**src/rtl/mem_decode_cfg.svh**
```systemverilog
`ifndef MEM_DECODE_CFG_SVH
`define MEM_DECODE_CFG_SVH

// Whole space is 16-bit addressed
`define MD_ADDR_W 16
// Peripheral I/O block
`define MD_IO_LO 16'h0000
`define MD_IO_HI 16'h007F
// Gap before RAM
`define MD_GAP_HI 16'h008F
// Start of RAM and of the upper direct page
`define MD_RAM_LO 16'h0090
// Top of the unbanked direct page
`define MD_DIR_PAGE_HI 16'h00FF
// Largest banked direct limit
`define MD_DIR_MAX_HI 16'h047F
// Reduced banked limit, 512-byte RAM
`define MD_DIR_512_HI 16'h028F
// Reduced banked limit, smallest RAM
`define MD_DIR_256_HI 16'h018F
// Register area
`define MD_GPR_LO 16'h0100
`define MD_GPR_HI 16'h01FF
// Extended I/O block
`define MD_XIO_LO 16'h0F80
`define MD_XIO_HI 16'h0FFF
// Non-volatile register data
`define MD_NVR_LO 16'hFFBB
`define MD_NVR_HI 16'hFFBF
// Vector table
`define MD_VEC_LO 16'hFFC0
`define MD_VEC_HI 16'hFFFF
// Banked window geometry
`define MD_WIN_BASE 16'h0080
`define MD_WIN_SHIFT 7
// Bank pointer width and reset value
`define MD_BANK_W 3
`define MD_BANK_RST 3'h0

`endif

```
**src/rtl/mem_decode_pkg.sv**
```systemverilog
package mem_decode_pkg;

  // Region selected by an address, one-hot, zero when prohibited
  typedef enum logic [5:0] {
    RGN_NONE = 6'h00,
    RGN_IO = 6'h01,
    RGN_RAM = 6'h02,
    RGN_XIO = 6'h04,
    RGN_FLASH = 6'h08,
    RGN_NVR = 6'h10,
    RGN_VECTOR = 6'h20
  } region_e;

  // Plain 16-bit address
  typedef logic [15:0] addr_t;

endpackage

```
**src/rtl/addr_map_if.sv**
```systemverilog
`timescale 1ns/100ps
// Carries the requests and answers between the top and its helpers
interface addr_map_if;
  mem_decode_pkg::addr_t cls_addr; // Address to classify
  mem_decode_pkg::region_e cls_region; // Region found
  logic [7:0] dir_op; // Direct operand byte
  logic [2:0] dir_bank; // Bank pointer in use
  mem_decode_pkg::addr_t dir_addr; // Translated address
  logic dir_ok; // Translation lands in a real location

  modport classifier (input cls_addr, output cls_region);
  modport mapper (input dir_op, input dir_bank, output dir_addr, output dir_ok);
  modport user (output cls_addr, input cls_region, output dir_op, output dir_bank,
    input dir_addr, input dir_ok);
endinterface // addr_map_if

```
**src/rtl/region_classify.sv**
```systemverilog
`timescale 1ns/100ps
`include "mem_decode_cfg.svh"
// Sorts one address into its region
module region_classify #(
  parameter logic [15:0] RAM_HI = 16'h048F,
  parameter logic [15:0] FLASH_LO = 16'hC000
) (
  addr_map_if.classifier m
);

  // Priority: fixed regions first, unknown holes stay prohibited
  always_comb begin
    if (m.cls_addr <= `MD_IO_HI) begin
      m.cls_region = mem_decode_pkg::RGN_IO;
    end else if (m.cls_addr >= `MD_RAM_LO && m.cls_addr <= RAM_HI) begin
      m.cls_region = mem_decode_pkg::RGN_RAM;
    end else if (m.cls_addr >= `MD_XIO_LO && m.cls_addr <= `MD_XIO_HI) begin
      m.cls_region = mem_decode_pkg::RGN_XIO;
    end else if (m.cls_addr >= `MD_VEC_LO) begin
      m.cls_region = mem_decode_pkg::RGN_VECTOR;
    end else if (m.cls_addr >= `MD_NVR_LO) begin
      m.cls_region = mem_decode_pkg::RGN_NVR;
    end else if (m.cls_addr >= FLASH_LO) begin
      m.cls_region = mem_decode_pkg::RGN_FLASH;
    end else begin
      m.cls_region = mem_decode_pkg::RGN_NONE;
    end
  end

endmodule // region_classify

```
**src/rtl/direct_bank_map.sv**
```systemverilog
`timescale 1ns/100ps
`include "mem_decode_cfg.svh"
// Turns a direct operand and bank pointer into a full address
module direct_bank_map #(
  parameter logic [15:0] DIR_HI = 16'h047F
) (
  addr_map_if.mapper m
);

  logic [15:0] win_addr; // Address inside a banked window

  // Window n starts at base plus n times 128
  assign win_addr = `MD_WIN_BASE + {6'h00, m.dir_bank, m.dir_op[6:0]};

  // Lower operands ignore the bank, upper ones follow it
  always_comb begin
    if (!m.dir_op[7]) begin
      m.dir_addr = {8'h00, m.dir_op};
      m.dir_ok = 1'b1;
    end else if (m.dir_bank == `MD_BANK_RST) begin
      m.dir_addr = {8'h00, m.dir_op};
      m.dir_ok = ({8'h00, m.dir_op} >= `MD_RAM_LO);
    end else begin
      m.dir_addr = win_addr;
      m.dir_ok = (win_addr <= DIR_HI);
    end
  end

endmodule // direct_bank_map

```
**src/rtl/memory_space_decoder.sv**
```systemverilog
`timescale 1ns/100ps
`include "mem_decode_cfg.svh"
module memory_space_decoder #(
  parameter int RAM_BYTES = 1024,
  parameter logic [15:0] FLASH_LO = 16'hC000
) (
  input wire logic clk,
  input wire logic rst_n,
  // Ordinary memory access
  input wire logic mem_req,
  input wire logic [15:0] mem_addr,
  // Direct operand access
  input wire logic dir_req,
  input wire logic [7:0] dir_op,
  // Register area access
  input wire logic gpr_req,
  input wire logic [4:0] gpr_bank,
  input wire logic [2:0] gpr_index,
  // Bank pointer write
  input wire logic bank_wr,
  input wire logic [2:0] bank_wdata,
  // Bank pointer now in force
  output logic [2:0] direct_bank_pointer,
  // Ordinary access answer
  output logic mem_valid,
  output mem_decode_pkg::region_e mem_region,
  output logic mem_prohibited,
  output logic mem_direct_reach,
  output logic mem_gpr_area,
  output logic [4:0] mem_vector_index,
  // Direct access answer
  output logic dir_valid,
  output logic [15:0] dir_addr,
  output mem_decode_pkg::region_e dir_region,
  output logic dir_prohibited,
  // Register area answer
  output logic gpr_valid,
  output logic [15:0] gpr_addr,
  output logic gpr_prohibited
);

  // Last RAM byte for this variant
  localparam logic [15:0] RAM_HI = 16'(`MD_RAM_LO + RAM_BYTES - 1);

  // Banked direct limit for this variant
  localparam logic [15:0] DIR_HI =
    (RAM_BYTES == 256) ? `MD_DIR_256_HI :
    (RAM_BYTES == 512) ? `MD_DIR_512_HI :
    `MD_DIR_MAX_HI;

  // Register area limit for this variant
  localparam logic [15:0] GPR_HI =
    (RAM_BYTES == 256) ? `MD_DIR_256_HI :
    `MD_GPR_HI;

  // Only the documented RAM sizes and a flash base above extended I/O
  generate
    if (RAM_BYTES != 256 && RAM_BYTES != 512 && RAM_BYTES != 1024) begin : g_bad_ram
      $error("RAM_BYTES must be 256, 512 or 1024");
    end
    if (FLASH_LO <= `MD_XIO_HI || FLASH_LO >= `MD_NVR_LO) begin : g_bad_flash
      $error("FLASH_LO must lie between extended I/O and NVR data");
    end
  endgenerate

  // Membership test used for several ranges
  function automatic logic in_range(input logic [15:0] a, input logic [15:0] lo,
    input logic [15:0] hi);
    in_range = (a >= lo) && (a <= hi);
  endfunction

  // Helper channel to the classifier and mapper
  addr_map_if u_if ();

  // Classifier for ordinary accesses only; direct answers take their region from the mapper
  region_classify #(
    .RAM_HI(RAM_HI),
    .FLASH_LO(FLASH_LO)
  ) u_classify (
    .m(u_if.classifier)
  );

  // Operand to address translation
  direct_bank_map #(
    .DIR_HI(DIR_HI)
  ) u_map (
    .m(u_if.mapper)
  );

  // ---- Bank pointer ----
  logic [2:0] bank_q; // Pointer held
  logic [2:0] bank_d; // Next pointer

  // Software write replaces the pointer
  always_comb begin
    bank_d = bank_q;
    // A write lands at this edge; direct operands see it a cycle later
    if (bank_wr) begin
      bank_d = bank_wdata;
    end
  end

  // Pointer register, cleared by reset
  always_ff @(posedge clk) begin
    if (!rst_n) begin
      // Bank 0 maps upper operands one to one
      bank_q <= `MD_BANK_RST;
    end else begin
      bank_q <= bank_d;
    end
  end

  // Core reads the pointer as a registered level
  assign direct_bank_pointer = bank_q;

  // ---- Helper inputs ----
  // Direct operands use the pointer held before any same-cycle write
  assign u_if.dir_op = dir_op;
  assign u_if.dir_bank = bank_q;
  // Whole 16-bit address goes to the classifier
  assign u_if.cls_addr = mem_addr;

  // ---- Ordinary access decode ----
  logic mem_valid_q; // Answer strobe
  logic mem_valid_d;
  mem_decode_pkg::region_e mem_region_q; // Region found
  mem_decode_pkg::region_e mem_region_d;
  logic mem_prohibited_q; // No region selected
  logic mem_prohibited_d;
  logic mem_direct_q; // Also reachable by direct operand
  logic mem_direct_d;
  logic mem_gpr_q; // Falls in the register area
  logic mem_gpr_d;
  logic [4:0] mem_vec_q; // Vector slot number
  logic [4:0] mem_vec_d;

  // Next answer for an ordinary access
  always_comb begin
    mem_valid_d = mem_req;
    mem_region_d = mem_region_q;
    mem_prohibited_d = mem_prohibited_q;
    mem_direct_d = mem_direct_q;
    mem_gpr_d = mem_gpr_q;
    mem_vec_d = mem_vec_q;
    // Without a request the last answer stands
    if (mem_req) begin
      mem_region_d = u_if.cls_region;
      mem_prohibited_d = (u_if.cls_region == mem_decode_pkg::RGN_NONE);
      // I/O and lower RAM page answer to short direct operands
      mem_direct_d = in_range(mem_addr, `MD_IO_LO, `MD_IO_HI) ||
        in_range(mem_addr, `MD_RAM_LO, `MD_DIR_PAGE_HI);
      // Register area is part of RAM, limited per variant
      mem_gpr_d = in_range(mem_addr, `MD_GPR_LO, GPR_HI);
      // Two-byte vector entries, slot counted from the table base
      if (u_if.cls_region == mem_decode_pkg::RGN_VECTOR) begin
        mem_vec_d = mem_addr[5:1];
      end else begin
        // Outside the table the slot reads zero
        mem_vec_d = 5'h00;
      end
    end
  end

  // Ordinary access answer registers
  always_ff @(posedge clk) begin
    if (!rst_n) begin
      // Nothing answered yet, no region selected
      mem_valid_q <= 1'b0;
      mem_region_q <= mem_decode_pkg::RGN_NONE;
      mem_prohibited_q <= 1'b0;
      mem_direct_q <= 1'b0;
      mem_gpr_q <= 1'b0;
      mem_vec_q <= 5'h00;
    end else begin
      mem_valid_q <= mem_valid_d;
      mem_region_q <= mem_region_d;
      mem_prohibited_q <= mem_prohibited_d;
      mem_direct_q <= mem_direct_d;
      mem_gpr_q <= mem_gpr_d;
      mem_vec_q <= mem_vec_d;
    end
  end

  assign mem_valid = mem_valid_q;
  assign mem_region = mem_region_q;
  assign mem_prohibited = mem_prohibited_q;
  assign mem_direct_reach = mem_direct_q;
  assign mem_gpr_area = mem_gpr_q;
  assign mem_vector_index = mem_vec_q;

  // ---- Direct access decode ----
  logic dir_valid_q; // Answer strobe
  logic dir_valid_d;
  logic [15:0] dir_addr_q; // Translated address
  logic [15:0] dir_addr_d;
  mem_decode_pkg::region_e dir_region_q; // Region of the result
  mem_decode_pkg::region_e dir_region_d;
  logic dir_prohibited_q; // Operand lands nowhere
  logic dir_prohibited_d;

  // Next answer for a direct access
  always_comb begin
    dir_valid_d = dir_req;
    dir_addr_d = dir_addr_q;
    dir_region_d = dir_region_q;
    dir_prohibited_d = dir_prohibited_q;
    // Without a request the last answer stands
    if (dir_req) begin
      dir_addr_d = u_if.dir_addr;
      if (!u_if.dir_ok) begin
        // Gap below RAM or past the banked limit
        dir_region_d = mem_decode_pkg::RGN_NONE;
        dir_prohibited_d = 1'b1;
      end else if (!dir_op[7]) begin
        // Lower operand page is the I/O block
        dir_region_d = mem_decode_pkg::RGN_IO;
        dir_prohibited_d = 1'b0;
      end else begin
        // Upper operand lands in RAM, unbanked or windowed
        dir_region_d = mem_decode_pkg::RGN_RAM;
        dir_prohibited_d = 1'b0;
      end
    end
  end

  // Direct access answer registers
  always_ff @(posedge clk) begin
    if (!rst_n) begin
      // Nothing answered yet, no translation
      dir_valid_q <= 1'b0;
      dir_addr_q <= 16'h0000;
      dir_region_q <= mem_decode_pkg::RGN_NONE;
      dir_prohibited_q <= 1'b0;
    end else begin
      dir_valid_q <= dir_valid_d;
      dir_addr_q <= dir_addr_d;
      dir_region_q <= dir_region_d;
      dir_prohibited_q <= dir_prohibited_d;
    end
  end

  assign dir_valid = dir_valid_q;
  assign dir_addr = dir_addr_q;
  assign dir_region = dir_region_q;
  assign dir_prohibited = dir_prohibited_q;

  // ---- Register area decode ----
  logic gpr_valid_q; // Answer strobe
  logic gpr_valid_d;
  logic [15:0] gpr_addr_q; // RAM address of the register
  logic [15:0] gpr_addr_d;
  logic gpr_prohibited_q; // Register beyond the area
  logic gpr_prohibited_d;
  logic [15:0] gpr_raw; // Untested register address

  // Eight registers per bank, banks stacked from the area base
  assign gpr_raw = `MD_GPR_LO + {8'h00, gpr_bank, gpr_index};

  // Next answer for a register access
  always_comb begin
    gpr_valid_d = gpr_req;
    gpr_addr_d = gpr_addr_q;
    gpr_prohibited_d = gpr_prohibited_q;
    // Address is passed on even when it lies past the area
    if (gpr_req) begin
      gpr_addr_d = gpr_raw;
      gpr_prohibited_d = (gpr_raw > GPR_HI);
    end
  end

  // Register access answer registers
  always_ff @(posedge clk) begin
    if (!rst_n) begin
      // Nothing answered yet, no register address
      gpr_valid_q <= 1'b0;
      gpr_addr_q <= 16'h0000;
      gpr_prohibited_q <= 1'b0;
    end else begin
      gpr_valid_q <= gpr_valid_d;
      gpr_addr_q <= gpr_addr_d;
      gpr_prohibited_q <= gpr_prohibited_d;
    end
  end

  assign gpr_valid = gpr_valid_q;
  assign gpr_addr = gpr_addr_q;
  assign gpr_prohibited = gpr_prohibited_q;

endmodule // memory_space_decoder

```
**config.mk**
```make
export PLATFORM = sky130hd
export DESIGN_NAME = memory_space_decoder
export DESIGN_NICKNAME = d
export VERILOG_FILES = /design/src/rtl/mem_decode_pkg.sv /design/src/rtl/addr_map_if.sv /design/src/rtl/region_classify.sv /design/src/rtl/direct_bank_map.sv /design/src/rtl/memory_space_decoder.sv
export VERILOG_INCLUDE_DIRS = /design/src /design/src/rtl
export SDC_FILE = /design/constraint.sdc
export NUM_CORES = 1
export LEC_CHECK = 0
export ABC_AREA = 0
export CORE_MARGIN = 2
export CORE_UTILIZATION = 40
export DETAILED_ROUTE_END_ITERATION = 8
export DONT_BUFFER_PORTS = 1
export PLACE_DENSITY_LB_ADDON = 0.05
export RECOVER_POWER = 25
export REMOVE_ABC_BUFFERS = 1
export SLEW_MARGIN = 10
export SYNTH_ARGS = -nofsm -noshare
export SYNTH_HDL_FRONTEND = slang
export SYNTH_SLANG_ARGS = --single-unit
```
**constraint.sdc**
```tcl
create_clock -name clk -period 1.7 [get_ports clk]
set_input_delay 0.085 -clock clk [delete_from_list [all_inputs] [get_ports clk]]
set_output_delay 0.085 -clock clk [all_outputs]
set_load 0.1 [all_outputs]
```
==> summary.txt <==
Status
  – Outcome: complete, no violations

Clock network
  – Buffer levels on the longest clock path: 2
  – Clock slew at the register clock pins of the worst setup and hold paths: around 80 ps
  – Total CTS buffers: 5
  – Count of buffers added by post-CTS timing repair for setup: 0
  – Clock H-tree levels: 2
  – Cell at the root of the clock tree: sky130_fd_sc_hd__clkbuf_8
  – CTS tree: done
  – Clk Latency, worst-skew pair: ~280 ps
  – Number of sinks driven by the clock tree: 44

Critical path
  – Cell chain of the critical path: buf_4 > mux2i_1 > o22ai_1 > and2_1 > dlygate4sd3_1
  – CP Launch Type: register
  – Type of the worst setup path: register to register
  – Source of the worst register-to-register timing path: direct_bank_pointer[2]
  – Slowest CP cell: sky130_fd_sc_hd__dlygate4sd3_1
  – R2R setup slack: roughly 70 ps
  – Critical register-to-register path endpoint: dir_addr[9]
  – Endpoint arrival time on the critical path: between 1500 and 2000 ps
  – Maximum fanout along the worst path: 4
  – Count of cells along the worst register-to-register path: 5
  – Endpoint class of the critical path: register
  – Slowest stage delay, CP: between 500 and 600 ps
  – WP data required: slightly below 2000 ps

Placement
  – Quantity of I/O buffers inserted on ports: 0
  – Estimated wirelength of the detail-placed design: between 3 and 4 mm
  – GP Congestion: around 0.86
  – Placed cell count: between 200 and 300

Route
  – DR pass1 iterations: 4
  – Final routed DRC violation total: 0
  – Routed via count: between 1,500 and 2,000
  – Detailed Route Iter0 Violations: 43
  – Routed WL per cell: between 10 and 15 um
  – Via/cell ratio: 4.90
  – Antenna-violating nets left: 0
  – Final wirelength: 4.62 mm

Min path
  – Hold path startpoint: dir_req
  – Worst hold path type: input port to register
  – Worst hold path cell count: 2
  – Hold worst-path end: dir_region[1]

Global routing
  – Overall global routing resource usage: 0.173
  – Wire length of the first global-routing pass: roughly 7.3 mm
  – Number of antenna violations at the first check in global routing: 0
  – Pin count of the biggest net entering global routing: 22
  – Number of global-route vias before repair: 1,616
  – Aggregate global routing overflow: 0

Die
  – Core Region: 4690 um^2
  – Die height: 73.7 um
  – Floorplan die area: ~5400 um^2
  – Number of cell rows: 25
  – Width of the chip: around 74 um
  – Starting density of the core: 0.414
  – Total I/O pin count: ~100

Cells and area
  – Final layout net count: 322
  – Layout cells sized above 1: 0.239
  – End-of-flow core utilization: 0.574
  – Filler-free cell count of the finished design: 334
  – Relative area change from synthesis to final layout: 38.7%
  – ANT cells: 0
  – Number of fillers in the final layout: 450

Timing
  – Rel. slew slack: 0.561
  – RSZ-0062 raised after global routing: yes
  – Peak clock frequency supported by timing: 614 MHz
  – Number of failing hold endpoints at the final stage: 0
  – Slew at the pin closest to its max-slew limit: ~660 ps
  – Share of the cycle needed by the critical path after routing: 0.959
  – Hold Worst Slack: about 46 ps
  – Max-slew violation count: 0
  – Worst Clk Skew: approximately 0.38 ps
  – # setup viols final: 0
  – Post-layout min period: 1630 ps

Power and ir drop
  – Int Pwr: 0.00156 W
  – Largest vdd supply drop: around 0.42 mV
  – Net Sw Frac: 0.369
  – Clock Power Share: 0.270
  – Register share of total power: 0.443
  – Leakage power summed over all cells: ~1.3 nW
  – Net switching power of the design: between 0.0009 and 0.001 W
  – Combinational share of power: 0.287
  – Cell Pwr Density: 916 nW/um^2
  – Design Power: approximately 0.0025 W

Synthesis
  – Yosys warning count: 0
  – Area contributors post-synth: sky130_fd_sc_hd__dfxtp_1 (45%), sky130_fd_sc_hd__mux2i_1 (10%), sky130_fd_sc_hd__nor2b_1 (7.4%)
  – Fraction of post-synthesis cell area in the top cell type by area: 0.453
  – Synth Instances: around 200
  – Synthesized flop and latch total: 44
  – Post-synthesis sequential area ratio: 0.453
  – Netlist area before placement: ~1900 um^2
  – Number of different library cells in the post-synthesis netlist: 40
  – Synth area leader: sky130_fd_sc_hd__dfxtp_1
  – Post-Syn Area per Cell: between 9 and 10 um^2

Flow run
  – Max_cap viols: 0
-- layer usage --
layer | up-vias | track usage | wire, um
li1 | 813 | - | -
met1 | 749 | 0.204 | 1920
met2 | 74 | 0.300 | 2320
met3 | 2 | 0.0439 | 355
met4 | 0 | 0.0667 | 17
met5 | - | 0 | 0
-- state kept, by name, summed over array words and instances, names as in the netlist --
signal	flops
mem_prohibited	1
gpr_addr	9
mem_region	6
mem_direct_reach	1
dir_prohibited	1
gpr_prohibited	1
dir_addr	11
direct_bank_pointer	3
mem_gpr_area	1
mem_valid	1
mem_vector_index	5
dir_region	2
gpr_valid	1
dir_valid	1
-- cells by family after synthesis --
logic type                 Yosys count  synth area share
AOI/OAI and AO/OA                   31             0.128
adders and majority gates            2            0.0129
buffers and inverters               32            0.0966
DFF                                 44             0.453
muxes                               20             0.103
other                                1           0.00193
and+or+nand+nor                     67             0.204
-- power by group through the flow --
stage / clock, W / combinational (W) / sequential (W)
2_1_floorplan: 0 / 0.000252 / 0.00141
3_3_place_gp: 0 / 0.000635 / 0.00112
3_5_place_dp: 0 / 0.000639 / 0.00112
4_1_cts: 0.000699 / 0.000720 / 0.00109
5_1_grt: 0.000734 / 0.000738 / 0.00110
6_report: 0.000666 / 0.000709 / 0.00109
-- area by class of cell --
class / instances / area [um^2] / share of cell area
multi-input cells: 136 / 937 / 0.348
flip-flops and latches: 44 / 882 / 0.327
repair buffers: 86 / 693 / 0.257
clock buffers: 6 / 82.6 / 0.0306
well taps: 54 / 67.6 / 0.0251
inverters: 6 / 22.5 / 0.00836
clock inverters: 2 / 10.0 / 0.00371
-- cells in the mapped netlist --
library cell and instances:
sky130_fd_sc_hd__o31a_1 1, sky130_fd_sc_hd__nand4b_1 2, sky130_fd_sc_hd__or4_1 1, sky130_fd_sc_hd__a32o_1 2, sky130_fd_sc_hd__o21bai_1 1, sky130_fd_sc_hd__nor4_1 2
sky130_fd_sc_hd__nand2_1 8, sky130_fd_sc_hd__and3_1 1, sky130_fd_sc_hd__conb_1 1, sky130_fd_sc_hd__clkbuf_1 8, sky130_fd_sc_hd__ha_1 2, sky130_fd_sc_hd__mux2i_1 20
sky130_fd_sc_hd__nor3_1 1, sky130_fd_sc_hd__and2_1 5, sky130_fd_sc_hd__a22o_2 5, sky130_fd_sc_hd__nand3_1 7, sky130_fd_sc_hd__nor4b_1 1, sky130_fd_sc_hd__nor3b_1 2
sky130_fd_sc_hd__a21boi_0 6, sky130_fd_sc_hd__a21oi_1 4, sky130_fd_sc_hd__buf_6 1, sky130_fd_sc_hd__o21a_1 1, sky130_fd_sc_hd__buf_4 16, sky130_fd_sc_hd__inv_1 6
sky130_fd_sc_hd__nor2b_1 23, sky130_fd_sc_hd__o31ai_1 1, sky130_fd_sc_hd__a21o_1 1, sky130_fd_sc_hd__o211a_1 1, sky130_fd_sc_hd__and4_1 1, sky130_fd_sc_hd__a22o_1 1
sky130_fd_sc_hd__o22ai_1 4, sky130_fd_sc_hd__o31a_2 1, sky130_fd_sc_hd__or4b_1 1, sky130_fd_sc_hd__buf_1 1, sky130_fd_sc_hd__nand2b_1 7, sky130_fd_sc_hd__a31oi_2 1
sky130_fd_sc_hd__nand4_1 1, sky130_fd_sc_hd__a21o_2 1, sky130_fd_sc_hd__dfxtp_1 44, sky130_fd_sc_hd__nor2_1 4
-- placed cells by master, fill, tap and decap left out, types with 2 or more instances in the layout --
cell,instances
sky130_fd_sc_hd__nand2_1,8
sky130_fd_sc_hd__nor4_1,2
sky130_fd_sc_hd__conb_1,16
sky130_fd_sc_hd__mux2i_1,20
sky130_fd_sc_hd__a21boi_0,6
sky130_fd_sc_hd__dfxtp_1,43
sky130_fd_sc_hd__nand2b_1,7
sky130_fd_sc_hd__nand3_1,7
sky130_fd_sc_hd__nand4b_1,2
sky130_fd_sc_hd__inv_1,6
sky130_fd_sc_hd__a32o_1,2
sky130_fd_sc_hd__and2_1,5
sky130_fd_sc_hd__nor3b_1,2
sky130_fd_sc_hd__o22ai_1,4
sky130_fd_sc_hd__a22o_2,5
sky130_fd_sc_hd__dlymetal6s4s_1,2
sky130_fd_sc_hd__buf_4,29
sky130_fd_sc_hd__clkinv_2,2
sky130_fd_sc_hd__nor2b_1,23
sky130_fd_sc_hd__a21oi_1,4
sky130_fd_sc_hd__dlygate4sd3_1,35
sky130_fd_sc_hd__nor2_1,4
sky130_fd_sc_hd__ha_1,2
sky130_fd_sc_hd__clkbuf_8,6
sky130_fd_sc_hd__clkbuf_2,20
-- repair_timing --
action | in CTS | in global routing
endpoints found under the hold margin | 40 | 0
hold buffers | 37 | 0
setup endpoints to repair | 0 | 10
gates resized for setup | 0 | 4
-- worst max-delay path by stage --
stage / end / depth (start not counted) / startpoint / slack (ps)
2_1_floorplan: dir_region[1] / 6 / direct_bank_pointer[0] / -240
3_3_place_gp: mem_vector_index[4] / 5 / mem_addr[4] / -40
3_5_place_dp: mem_vector_index[4] / 5 / mem_addr[4] / -100
4_1_cts: mem_vector_index[3] / 5 / rst_n / 6
5_1_grt: dir_addr[9] / 5 / direct_bank_pointer[2] / -50
6_report: dir_addr[9] / 5 / direct_bank_pointer[2] / 70
-- worst max-delay path, delay by kind of cell, from the launching register on --
family                 cells  cell delay (ps)
DFF                        1              370
buffers and inverters      2              850
AOI/OAI and AO/OA          1              110
and+or+nand+nor            1              140
muxes                      1              120
-- stage by stage --
step | worst slack, ps | cell area [um^2] | TNS (ps)
2_1_floorplan | -243 | 1830 | -864
3_3_place_gp | -40.7 | 2270 | -202
3_5_place_dp | -102 | 2270 | -552
4_1_cts | 5.79 | 2730 | 0
5_1_grt | -47.7 | 2700 | -47.7
6_report | 70.1 | 2700 | 0
Note: power is estimated with default switching activity, not from simulation.
